File: src/arcs_pkg.sv
package arcs_pkg;

  // ****************************************************************
  // widths and fixed values
  // ****************************************************************
  localparam int unsigned TIMER_W   = 32;
  localparam int unsigned SHOT_W    = 3;
  localparam logic [2:0]  SHOT_ZERO = 3'h0;
  localparam logic [2:0]  SHOT_ONE  = 3'h1;
  localparam logic [2:0]  SHOT_TWO  = 3'h2;
  localparam logic [2:0]  SHOT_THR  = 3'h3;
  localparam logic [2:0]  SHOT_MAXV = 3'h4;
  localparam logic [31:0] TMR_ONE   = 32'h0000_0001;
  localparam logic [31:0] TMR_ZERO  = 32'h0000_0000;

  // ****************************************************************
  // dead-time path selection
  // ****************************************************************
  typedef enum logic [2:0] {
    DT_SP  = 3'b000,
    DT_3P1 = 3'b001,
    DT_3P2 = 3'b010,
    DT_3P3 = 3'b011,
    DT_3P4 = 3'b100
  } arcs_dt_t;

  // ****************************************************************
  // sequencer states
  // ****************************************************************
  typedef enum logic [1:0] {
    ST_RESET   = 2'b00,
    ST_DEAD    = 2'b01,
    ST_CLOSE   = 2'b10,
    ST_LOCKOUT = 2'b11
  } arcs_state_t;

  // initiate inputs grouped
  typedef struct packed {
    logic single_pole;
    logic three_pole;
    logic three_pole_td;
  } arcs_init_t;

  // dead-time settings in clock cycles
  typedef struct packed {
    logic [31:0] sp;
    logic [31:0] tp1;
    logic [31:0] tp2;
    logic [31:0] tp3;
    logic [31:0] tp4;
  } arcs_dead_cfg_t;

  // per-shot indications
  typedef struct packed {
    logic single_pole_cycle_active;
    logic shot1_three_pole;
    logic shot2_three_pole;
    logic shot3_three_pole;
    logic shot4_three_pole;
  } arcs_shot_ind_t;

endpackage

File: src/arcs_dead_timer.sv
`timescale 1ns/1ns
`default_nettype none
module arcs_dead_timer
  import arcs_pkg::*;
(
  input  wire logic               CLK,       // processing clock
  input  wire logic               NRST,      // async reset, low
  input  wire logic               START,     // load and run
  input  wire logic               STOP,      // abandon timing
  input  wire logic               FREEZE,    // hold count
  input  wire logic [TIMER_W-1:0] PRESET,    // cycles to wait
  output logic                    EXPIRED    // one-cycle pulse
);

  logic [TIMER_W-1:0] cnt_q;
  logic               run_q;
  logic               exp_q;
  wire                last_tick;
  wire  [TIMER_W-1:0] cnt_dec;

  // a zero preset still waits one cycle
  assign last_tick = run_q && !FREEZE && (cnt_q <= TMR_ONE);
  assign cnt_dec   = cnt_q - TMR_ONE;
  assign EXPIRED   = exp_q;

  // ****************************************************************
  // down counter, frozen while held
  // ****************************************************************
  always_ff @(posedge CLK or negedge NRST) begin
    if (!NRST) begin
      cnt_q <= TMR_ZERO;
      run_q <= 1'b0;
      exp_q <= 1'b0;
    end else begin
      exp_q <= last_tick && !STOP && !START;
      if (STOP) begin
        run_q <= 1'b0;
      end else if (START) begin
        cnt_q <= PRESET;
        run_q <= 1'b1;
      end else if (last_tick) begin
        run_q <= 1'b0;
      end else if (run_q && !FREEZE) begin
        cnt_q <= cnt_dec;
      end
    end
  end

endmodule
`default_nettype wire

File: src/arcs_sequencer.sv
// Contract
// - any initiate below maximum shots, outside lockout, enters in-progress, flag set
// - in-progress clears on close or lockout
// - close only after dead time elapses
// - first shot picks single, three-one, three-two
// - close breaker chosen by sequence setting
// - close latched until closed, reset, lockout
// - shots limited, counter increments per reclose
// - force three-pole while shot count nonzero
// - initiate at maximum shots gives lockout
// - pause freezes all dead timers
// - pause release starts three-pole time two
// - pause forces three-pole trip via time two
// - later shots three-pole, times two to four
// - scheme reset clears shot counter
`timescale 1ns/1ns
`default_nettype none
module arcs_sequencer
  import arcs_pkg::*;
(
  input  wire logic                CLK,                       // 20 MHz clock
  input  wire logic                NRST,                      // async reset, low
  input  wire arcs_init_t          INIT,                      // initiate inputs
  input  wire logic                CYCLE_FREEZE_INPUT,        // pause request
  input  wire logic                BREAKER_OPEN,              // selected breaker open
  input  wire logic                BKR1_CLOSED,               // breaker 1 closed
  input  wire logic                BKR2_CLOSED,               // breaker 2 closed
  input  wire logic                SCHEME_RESET,              // reset from reset logic
  input  wire logic                LOCKOUT_REQ,               // lockout from outside
  input  wire logic                SEQ_SECOND_FIRST,          // 1: breaker 2 first
  input  wire logic                MODE_THREE_POLE_B,         // mode 3 pole b
  input  wire logic [SHOT_W-1:0]   MAX_SHOTS,                 // 1..4
  input  wire arcs_dead_cfg_t      DEAD_CFG,                  // dead times, cycles
  output logic                     RECLOSE_IN_PROGRESS_FLAG,  // in-progress
  output logic                     CLOSE_FIRST_BREAKER_OUT,   // latched close bkr1
  output logic                     CLOSE_SECOND_BREAKER_OUT,  // latched close bkr2
  output logic                     SHOTS_TAKEN_NONZERO,       // count above zero
  output logic                     FORCE_ALL_POLE_TRIP,       // force three pole
  output logic                     LOCKOUT,                   // lockout state
  output logic [SHOT_W-1:0]        SHOT_COUNT,                // shot counter
  output arcs_shot_ind_t           SHOT_IND                   // per-shot flags
);

  // ****************************************************************
  // state and decode
  // ****************************************************************
  arcs_state_t    state_q, state_d;
  arcs_dt_t       dt_sel;
  logic [SHOT_W-1:0] shot_q, shot_d;
  logic           c1_q, c2_q, c1_d, c2_d;
  logic           latched_q;
  logic           tp_latch_q;
  logic           frz_q;
  logic           force_q;
  logic           flag_q, lock_q, nz_q;
  arcs_shot_ind_t ind_q, ind_d;
  logic [TIMER_W-1:0] preset;

  wire any_init     = INIT.single_pole | INIT.three_pole | INIT.three_pole_td;
  wire at_max       = (shot_q >= MAX_SHOTS);
  wire in_rip       = (state_q == ST_DEAD);
  wire pause_fall   = frz_q && !CYCLE_FREEZE_INPUT;
  wire go_lock      = LOCKOUT_REQ || (any_init && at_max && state_q != ST_LOCKOUT);
  wire start_dead   = any_init && !at_max && (state_q == ST_RESET || state_q == ST_CLOSE)
                      && !LOCKOUT_REQ;
  wire restart_dt2  = pause_fall && in_rip;
  wire tmr_start    = start_dead || restart_dt2;
  wire tmr_stop     = go_lock || SCHEME_RESET;
  wire dt_expired;
  wire close_fire   = in_rip && dt_expired && !go_lock && !SCHEME_RESET;
  wire tp_set       = INIT.three_pole || INIT.three_pole_td || CYCLE_FREEZE_INPUT;
  wire tp_clr       = SCHEME_RESET || go_lock;
  wire shot_nz      = (shot_q != SHOT_ZERO);

  // first shot path from fault type and mode, later shots by count
  assign dt_sel = CYCLE_FREEZE_INPUT || pause_fall ? DT_3P2 :
                  (shot_q == SHOT_ONE)  ? DT_3P2 :
                  (shot_q == SHOT_TWO)  ? DT_3P3 :
                  (shot_q == SHOT_THR)  ? DT_3P4 :
                  INIT.three_pole_td    ? DT_3P2 :
                  (INIT.three_pole || MODE_THREE_POLE_B) ? DT_3P1 : DT_SP;

  // preset mux for the shared timer
  assign preset = (dt_sel == DT_SP)  ? DEAD_CFG.sp  :
                  (dt_sel == DT_3P1) ? DEAD_CFG.tp1 :
                  (dt_sel == DT_3P2) ? DEAD_CFG.tp2 :
                  (dt_sel == DT_3P3) ? DEAD_CFG.tp3 : DEAD_CFG.tp4;

  // one timer serves all dead paths, so one freeze holds them all
  arcs_dead_timer u_timer (
    .CLK     (CLK),
    .NRST    (NRST),
    .START   (tmr_start),
    .STOP    (tmr_stop),
    .FREEZE  (CYCLE_FREEZE_INPUT),
    .PRESET  (preset),
    .EXPIRED (dt_expired)
  );

  // ****************************************************************
  // next state
  // ****************************************************************
  always_comb begin
    state_d = state_q;
    case (state_q)
      ST_RESET: begin
        if (go_lock) begin
          state_d = ST_LOCKOUT;
        end else if (start_dead) begin
          state_d = ST_DEAD;
        end
      end
      ST_DEAD: begin
        if (go_lock) begin
          state_d = ST_LOCKOUT;
        end else if (SCHEME_RESET) begin
          state_d = ST_RESET;
        end else if (close_fire) begin
          state_d = ST_CLOSE;
        end else if (!BREAKER_OPEN && !latched_q && !any_init) begin
          state_d = ST_RESET;
        end
      end
      ST_CLOSE: begin
        if (go_lock) begin
          state_d = ST_LOCKOUT;
        end else if (SCHEME_RESET) begin
          state_d = ST_RESET;
        end else if (start_dead) begin
          state_d = ST_DEAD;
        end
      end
      ST_LOCKOUT: begin
        if (SCHEME_RESET && !LOCKOUT_REQ) begin
          state_d = ST_RESET;
        end
      end
      default: begin
        state_d = ST_RESET;
      end
    endcase
  end

  // shot counter: clear on reset, bump on each reclose
  always_comb begin
    shot_d = shot_q;
    if (SCHEME_RESET && !go_lock) begin
      shot_d = SHOT_ZERO;
    end else if (close_fire && shot_q < SHOT_MAXV) begin
      shot_d = shot_q + SHOT_ONE;
    end
  end

  // close commands latch until closed, reset or lockout
  always_comb begin
    c1_d = c1_q;
    c2_d = c2_q;
    if (go_lock || SCHEME_RESET) begin
      c1_d = 1'b0;
      c2_d = 1'b0;
    end else begin
      if (close_fire && !SEQ_SECOND_FIRST) begin
        c1_d = 1'b1;
      end else if (BKR1_CLOSED) begin
        c1_d = 1'b0;
      end
      if (close_fire && SEQ_SECOND_FIRST) begin
        c2_d = 1'b1;
      end else if (BKR2_CLOSED) begin
        c2_d = 1'b0;
      end
    end
  end

  // per-shot decode with the single/three-pole latch
  always_comb begin
    ind_d = '0;
    ind_d.single_pole_cycle_active = in_rip && !tp_latch_q && !shot_nz;
    ind_d.shot1_three_pole = in_rip && tp_latch_q && !shot_nz;
    ind_d.shot2_three_pole = in_rip && (shot_q == SHOT_ONE);
    ind_d.shot3_three_pole = in_rip && (shot_q == SHOT_TWO);
    ind_d.shot4_three_pole = in_rip && (shot_q == SHOT_THR);
  end

  // ****************************************************************
  // registers
  // ****************************************************************
  always_ff @(posedge CLK or negedge NRST) begin
    if (!NRST) begin
      state_q <= ST_RESET;
      shot_q  <= SHOT_ZERO;
      c1_q    <= 1'b0;
      c2_q    <= 1'b0;
      frz_q   <= 1'b0;
      ind_q   <= '0;
      force_q <= 1'b0;
      flag_q  <= 1'b0;
      lock_q  <= 1'b0;
      nz_q    <= 1'b0;
    end else begin
      state_q <= state_d;
      shot_q  <= shot_d;
      c1_q    <= c1_d;
      c2_q    <= c2_d;
      frz_q   <= CYCLE_FREEZE_INPUT;
      ind_q   <= ind_d;
      // force follows the next count so it never lags the shot counter
      force_q <= (shot_d != SHOT_ZERO) || CYCLE_FREEZE_INPUT;
      flag_q  <= (state_d == ST_DEAD);
      lock_q  <= (state_d == ST_LOCKOUT);
      nz_q    <= (shot_d != SHOT_ZERO);
    end
  end

  // latch once breaker opens so a reclosing breaker cannot drop the cycle
  always_ff @(posedge CLK or negedge NRST) begin
    if (!NRST) begin
      latched_q <= 1'b0;
    end else if (state_d != ST_DEAD) begin
      latched_q <= 1'b0;
    end else if (BREAKER_OPEN) begin
      latched_q <= 1'b1;
    end
  end

  // reset-dominant three-pole initiation latch
  always_ff @(posedge CLK or negedge NRST) begin
    if (!NRST) begin
      tp_latch_q <= 1'b0;
    end else if (tp_clr) begin
      tp_latch_q <= 1'b0;
    end else if (tp_set) begin
      tp_latch_q <= 1'b1;
    end
  end

  // outputs straight from flops
  assign RECLOSE_IN_PROGRESS_FLAG = flag_q;
  assign LOCKOUT                  = lock_q;
  assign CLOSE_FIRST_BREAKER_OUT  = c1_q;
  assign CLOSE_SECOND_BREAKER_OUT = c2_q;
  assign SHOT_COUNT               = shot_q;
  assign SHOTS_TAKEN_NONZERO      = nz_q;
  assign FORCE_ALL_POLE_TRIP      = force_q;
  assign SHOT_IND                 = ind_q;

  // ****************************************************************
  // assertions
  // ****************************************************************
  a_init_enters_rip: assert property (@(posedge CLK) disable iff (!NRST)
    start_dead && !SCHEME_RESET |=> RECLOSE_IN_PROGRESS_FLAG)
    else $error("initiate did not enter in-progress");
  a_rip_exit_cause: assert property (@(posedge CLK) disable iff (!NRST)
    RECLOSE_IN_PROGRESS_FLAG && latched_q && !SCHEME_RESET ##1 !RECLOSE_IN_PROGRESS_FLAG
    |-> CLOSE_FIRST_BREAKER_OUT || CLOSE_SECOND_BREAKER_OUT || LOCKOUT)
    else $error("in-progress dropped without close or lockout");
  a_close_needs_dt: assert property (@(posedge CLK) disable iff (!NRST)
    $rose(CLOSE_FIRST_BREAKER_OUT) || $rose(CLOSE_SECOND_BREAKER_OUT)
    |-> $past(dt_expired))
    else $error("close without dead time expiry");
  a_close_select: assert property (@(posedge CLK) disable iff (!NRST)
    close_fire |=> (SEQ_SECOND_FIRST ? CLOSE_SECOND_BREAKER_OUT : CLOSE_FIRST_BREAKER_OUT))
    else $error("wrong breaker closed");
  a_close_hold: assert property (@(posedge CLK) disable iff (!NRST)
    CLOSE_FIRST_BREAKER_OUT && !BKR1_CLOSED && !SCHEME_RESET && !go_lock
    |=> CLOSE_FIRST_BREAKER_OUT)
    else $error("close command dropped early");
  a_shot_inc: assert property (@(posedge CLK) disable iff (!NRST)
    close_fire && !SCHEME_RESET && shot_q < SHOT_MAXV |=> SHOT_COUNT == $past(shot_q) + SHOT_ONE)
    else $error("shot counter did not increment");
  a_force_3p: assert property (@(posedge CLK) disable iff (!NRST)
    SHOT_COUNT != SHOT_ZERO |-> FORCE_ALL_POLE_TRIP && SHOTS_TAKEN_NONZERO)
    else $error("force three pole missing");
  a_lock_holds: assert property (@(posedge CLK) disable iff (!NRST)
    LOCKOUT && !SCHEME_RESET |=> LOCKOUT)
    else $error("lockout left without reset");
  a_first_sp_time: assert property (@(posedge CLK) disable iff (!NRST)
    start_dead && !shot_nz && INIT == 3'b100 && !MODE_THREE_POLE_B && !CYCLE_FREEZE_INPUT
    |-> preset == DEAD_CFG.sp)
    else $error("single-pole first shot used wrong dead time");
  a_later_shot_time: assert property (@(posedge CLK) disable iff (!NRST)
    start_dead && shot_q == SHOT_TWO && !CYCLE_FREEZE_INPUT |-> preset == DEAD_CFG.tp3)
    else $error("third shot used wrong dead time");
  a_resume_time: assert property (@(posedge CLK) disable iff (!NRST)
    restart_dt2 |-> preset == DEAD_CFG.tp2)
    else $error("pause release did not use time two");
  a_max_lockout: assert property (@(posedge CLK) disable iff (!NRST)
    any_init && at_max && !LOCKOUT && !(SCHEME_RESET && !LOCKOUT_REQ) |=> LOCKOUT)
    else $error("initiate at max shots did not lock out");
  a_pause_freeze: assert property (@(posedge CLK) disable iff (!NRST)
    CYCLE_FREEZE_INPUT[*2] |-> !dt_expired)
    else $error("dead timer ran during pause");
  a_reset_clear: assert property (@(posedge CLK) disable iff (!NRST)
    SCHEME_RESET && !go_lock |=> SHOT_COUNT == SHOT_ZERO)
    else $error("reset did not clear shots");
  a_latch_reset_dom: assert property (@(posedge CLK) disable iff (!NRST)
    tp_set && tp_clr |=> !tp_latch_q)
    else $error("three-pole latch set beat reset");

  c_first_close: cover property (@(posedge CLK) disable iff (!NRST)
    $rose(CLOSE_FIRST_BREAKER_OUT));
  c_second_close: cover property (@(posedge CLK) disable iff (!NRST)
    $rose(CLOSE_SECOND_BREAKER_OUT));
  c_lockout: cover property (@(posedge CLK) disable iff (!NRST) $rose(LOCKOUT));
  c_pause_resume: cover property (@(posedge CLK) disable iff (!NRST) restart_dt2);
  c_full_count: cover property (@(posedge CLK) disable iff (!NRST) SHOT_COUNT == SHOT_MAXV);

endmodule
`default_nettype wire

File: config.mk
export PLATFORM = sky130hd
export DESIGN_NAME = arcs_sequencer
export DESIGN_NICKNAME = d
export VERILOG_FILES = /design/src/arcs_pkg.sv /design/src/arcs_dead_timer.sv /design/src/arcs_sequencer.sv
export SDC_FILE = /design/constraint.sdc
export NUM_CORES = 1
export LEC_CHECK = 0
export BUFFER_PORTS_ARGS = -buffer_cell sky130_fd_sc_hd__buf_2
export CAP_MARGIN = 30
export CELL_PAD_IN_SITES_DETAIL_PLACEMENT = 1
export CELL_PAD_IN_SITES_GLOBAL_PLACEMENT = 2
export CORE_MARGIN = 2
export CORE_UTILIZATION = 28
export CTS_CLUSTER_DIAMETER = 40
export CTS_CLUSTER_SIZE = 8
export DETAILED_ROUTE_END_ITERATION = 10
export PLACE_DENSITY = 0.88
export SYNTH_ARGS = -nofsm -noshare
export SYNTH_HDL_FRONTEND = slang
export SYNTH_HIERARCHICAL = 1
export SYNTH_SLANG_ARGS = --single-unit
File: constraint.sdc
create_clock -name CLK -period 3.7 [get_ports CLK]
set_input_delay 0.74 -clock CLK [delete_from_list [all_inputs] [get_ports CLK]]
set_output_delay 0.74 -clock CLK [all_outputs]
set_load 0.02 [all_outputs]
==> metrics.txt <==
# TYPE chip_impl_metric gauge
chip_impl_metric{name="synth.avg_cell_area",unit="µm²"} 8.44
chip_impl_info{name="cp_max_delay_cell",value="or4b_1"} 1
chip_impl_metric{name="detail_route.first_pass.iterations",unit=""} 4
chip_impl_metric{name="slowest_cell_delay_on_critical_path",unit="ps"} 520
chip_impl_metric{name="drive_above_1_share",unit=""} 0.333
chip_impl_metric{name="fin_nets",unit=""} 945
chip_impl_metric{name="cts_buffers",unit=""} 5
chip_impl_info{name="most_common_flop_cell_mapped_by_yosys",value="dfrtp_1"} 1
chip_impl_metric{name="fillers",unit=""} 2153
chip_impl_metric{name="grt_max_degree",unit=""} 41
chip_impl_metric{name="area_delta_synth_final",unit="%"} 27.8
chip_impl_info{name="timing_worst_setup_path_type",value="flip-flop to flip-flop"} 1
chip_impl_metric{name="place_inst",unit=""} 977
chip_impl_metric{name="place.port_buffers",unit=""} 189
chip_impl_metric{name="core_area",unit="µm²"} 17200
chip_impl_metric{name="drv_slew",unit=""} 0
chip_impl_metric{name="worst-endpoint-arrival",unit="ps"} 3400
chip_impl_metric{name="ir_worst_vdd",unit="mV"} 0.228
chip_impl_metric{name="post_synth_instance_area",unit="µm²"} 4890
chip_impl_info{name="clock_tree.root_cell",value="clkbuf_16"} 1
chip_impl_metric{name="max-cap-violations",unit=""} 0
chip_impl_metric{name="floorplan.initialDensity",unit=""} 0.284
chip_impl_info{name="path_common_cell",value="nand2b_1"} 1
chip_impl_metric{name="ys_seq_elements",unit=""} 53
chip_impl_metric{name="die_area",unit="µm²"} 18500
chip_impl_metric{name="cts.sinks",unit=""} 53
chip_impl_metric{name="clock_period_minus_worst_slack",unit="ps"} 3170
chip_impl_metric{name="gpl.final_weighted_congestion",unit=""} 0.819
chip_impl_metric{name="finalSetupTns",unit="ps"} 0
chip_impl_metric{name="finalCritPeriodShare",unit=""} 0.857
chip_impl_metric{name="design.portCount",unit=""} 190
chip_impl_metric{name="cp_max_fo",unit=""} 22
chip_impl_metric{name="antenna_violations_before_repair",unit=""} 0
chip_impl_metric{name="ys_async_sr_fraction",unit=""} 1.00
chip_impl_metric{name="synth-edff-count",unit=""} 0
chip_impl_metric{name="regToRegSetupSlack",unit="ps"} 530
chip_impl_metric{name="postRouteWirelength",unit="mm"} 17.7
chip_impl_metric{name="yosysWarnings",unit=""} 6
chip_impl_info{name="tritoncts",value="yes"} 1
chip_impl_metric{name="cts_buffer_depth",unit=""} 2
chip_impl_metric{name="mappedNetlistNets",unit=""} 765
chip_impl_metric{name="critical_path.n_buffers_inverters",unit=""} 2
chip_impl_metric{name="report.final.setup_viol",unit=""} 0
chip_impl_metric{name="synth_sequential_area_ratio",unit=""} 0.271
chip_impl_metric{name="drt.antenna.violating_nets",unit=""} 0
chip_impl_metric{name="global_route.overflow_total",unit=""} 0
chip_impl_info{name="cp_startpoint_kind",value="flip-flop"} 1
chip_impl_metric{name="mean_routed_wirelength_per_cell",unit="µm"} 17.9
chip_impl_metric{name="cts_repair_resize_count",unit=""} 0
chip_impl_metric{name="row_count",unit=""} 48
chip_impl_metric{name="post_layout_nonfiller_instances",unit=""} 985
chip_impl_info{name="endpoint_kind",value="flip-flop"} 1
chip_impl_metric{name="die-width",unit="µm"} 136
chip_impl_info{name="rsz0062_at_grt",value="no"} 1
chip_impl_metric{name="grt_first_pass_wirelength",unit="mm"} 28.4
chip_impl_metric{name="yosys.cell_types.count",unit=""} 79
chip_impl_metric{name="routed-via-count",unit=""} 5296
chip_impl_info{name="class_of_the_tightest_hold_or_removal_check",value="flip-flop to flip-flop"} 1
chip_impl_metric{name="clock_latency",unit="ps"} 290
chip_impl_metric{name="drc",unit=""} 0
chip_impl_metric{name="first_global_vias",unit=""} 5483
chip_impl_info{name="cpLargestDelayFamily",value="simple AND/OR/NAND/NOR gates"} 1
chip_impl_metric{name="worst-slew-pin-transition",unit="ps"} 750
chip_impl_info{name="most-common-layout-cells",value="buf_2 (189), nor2_1 (86), dfrtp_1 (53), o21ai_0 (37), mux2i_1 (36)"} 1
chip_impl_metric{name="headroom_to_the_max_slew_limit",unit=""} 0.500
chip_impl_metric{name="floorplan.die.height",unit="µm"} 136
chip_impl_metric{name="hpwlAfterDp",unit="mm"} 13.7
chip_impl_metric{name="clkSlewWorstSetupHoldPaths",unit="ps"} 70
chip_impl_metric{name="n_antenna_cell",unit=""} 0
chip_impl_info{name="final_common_cell",value="buf_2"} 1
chip_impl_info{name="crit_path_cell_trace",value="inv_1 -> ha_1 -> nand2b_1 -> a31oi_2 -> o21ai_2 -> nand2b_1 -> nand2b_1 -> nand3_1 -> nor4_4 -> buf_4 -> or4b_1 -> nand3_1"} 1
chip_impl_metric{name="static_leak",unit="nW"} 2.68
chip_impl_metric{name="post_cts_buffers",unit=""} 0
chip_impl_metric{name="ctsHtreeMaxLevel",unit=""} 2
chip_impl_info{name="outcome",value="finished, final reports clean"} 1
chip_impl_metric{name="hold_violations",unit=""} 0
chip_impl_metric{name="f_max",unit="MHz"} 315
chip_impl_metric{name="powerDensity",unit="nW/µm²"} 423
chip_impl_metric{name="gr-usage-all-layers",unit=""} 0.190
chip_impl_metric{name="dr.first_iter.drc_count",unit=""} 313
chip_impl_metric{name="routed_via_density",unit=""} 5.38
chip_impl_metric{name="skew",unit="ps"} 7.45
chip_impl_metric{name="synthesis.instances",unit=""} 579
chip_impl_metric{name="cp.required",unit="ps"} 3930
chip_impl_metric{name="total_of_hold_buffers_inserted_after_clock_tree_synthesis",unit=""} 0
## kinds of logic after synthesis
family | synth area share
flip-flops | 0.271
AND/OR/NAND/NOR | 0.234
adder cells (fa/ha/maj) | 0.0256
buffers and inverters | 0.0640
multiplexers | 0.148
AO/OA/AOI/OAI | 0.257
## worst paths after layout
check                                         from                       endpoint  depth (start not counted)
min in group asynchronous                     NRST  u_timer/cnt_q[26]$_DFFE_PN0P_                          1
max in group asynchronous                     NRST  u_timer/cnt_q[15]$_DFFE_PN0P_                          2
max                        SHOT_COUNT[0]$_DFF_PN0_  u_timer/cnt_q[18]$_DFFE_PN0P_                         12
min                         tp_latch_q$_DFFE_PN0P_          SHOT_IND[4]$_DFF_PN0_                          1
max reg2reg                SHOT_COUNT[0]$_DFF_PN0_  u_timer/cnt_q[18]$_DFFE_PN0P_                         12
min reg2reg                 tp_latch_q$_DFFE_PN0P_          SHOT_IND[4]$_DFF_PN0_                          1
## stage by stage
step | setup WS, ps | total power, mW | util | hold WS (ps) | instance area [µm²]
after floorplan | 655 | 1.78 | - | 415 | 4890
after global placement | 401 | 2.14 | 0.355 | 477 | 6110
after detailed placement | 297 | 2.18 | 0.355 | 488 | 6110
after CTS | 524 | 2.66 | 0.364 | 501 | 6240
after global routing | 235 | 2.85 | 0.364 | 523 | 6240
final | 529 | 2.64 | 0.364 | 503 | 6240
## cells in the mapped netlist, drive strengths merged, types with 3 or more instances
cell | count | share of area
nand2 | 16 | 0.012
or4b | 3 | 0.0061
nor4 | 19 | 0.041
buf | 21 | 0.031
and3 | 5 | 0.0064
mux2i | 36 | 0.074
a22oi | 8 | 0.012
inv | 19 | 0.015
or3 | 3 | 0.0041
o41ai | 3 | 0.0054
o31a | 3 | 0.0056
o211ai | 3 | 0.0046
a32oi | 5 | 0.0090
a22o | 3 | 0.0054
and2 | 6 | 0.0077
a21oi | 14 | 0.014
nand4 | 7 | 0.012
o21ai | 57 | 0.061
nor3b | 3 | 0.0056
o22ai | 32 | 0.041
ha | 10 | 0.026
o31ai | 14 | 0.022
o221ai | 6 | 0.011
clkbuf | 22 | 0.018
nand2b | 6 | 0.0092
nor2b | 3 | 0.0038
mux2 | 32 | 0.074
o2bb2ai | 5 | 0.0090
or4 | 4 | 0.0077
nand3 | 14 | 0.018
a31oi | 6 | 0.0090
nor2 | 88 | 0.068
dfrtp | 53 | 0.27
nor3 | 19 | 0.024
## sequential cells by signal, summed over array words and instances (netlist names)
register                  count
CLOSE_FIRST_BREAKER_OUT       1
CLOSE_SECOND_BREAKER_OUT      1
FORCE_ALL_POLE_TRIP           1
LOCKOUT                       1
RECLOSE_IN_PROGRESS_FLAG      1
SHOTS_TAKEN_NONZERO           1
SHOT_COUNT                    3
SHOT_IND                      5
frz_q                         1
latched_q                     1
state_q                       2
tp_latch_q                    1
u_timer/EXPIRED               1
u_timer/cnt_q                32
u_timer/run_q                 1
## worst register-to-register path: stages, from the launching register on
cell and delay, ps:
dfrtp_1 490, inv_1 150, ha_1 280, nand2b_1 170, a31oi_2 300, o21ai_2 100, nand2b_1 240, nand2b_1 290
nand3_1 190, nor4_4 60, buf_4 240, or4b_1 520, nand3_1 90
## power by group
part / internal, mW / total (mW) / leakage, nW / switching, mW
clock network: 0.249 / 0.461 / 0.0706 / 0.212
logic: 0.529 / 1.23 / 1.94 / 0.706
registers: 0.722 / 0.947 / 0.671 / 0.225
## routing by layer
layer  up-vias  routed length (µm)  part of all wire  track usage
li1       2567                   -                 -            -
met1      2558                7710              0.44        0.245
met2       148                8760              0.50        0.333
met3        23                 822             0.047       0.0246
met4         0                 364             0.021       0.0532
met5         -                   0                 0            0
## final cells by class
| cell class | count | area, µm² | area share |
|---|---|---|---|
| flip-flops and latches | 53 | 1330 | 0.212 |
| repair buffers | 216 | 1160 | 0.186 |
| clock inverters | 2 | 10.0 | 0.00160 |
| inverters | 19 | 71.3 | 0.0114 |
| well taps | 225 | 282 | 0.0451 |
| multi-input cells | 464 | 3270 | 0.523 |
| clock buffers | 6 | 129 | 0.0206 |
Note: power is estimated with default switching activity, not from simulation.
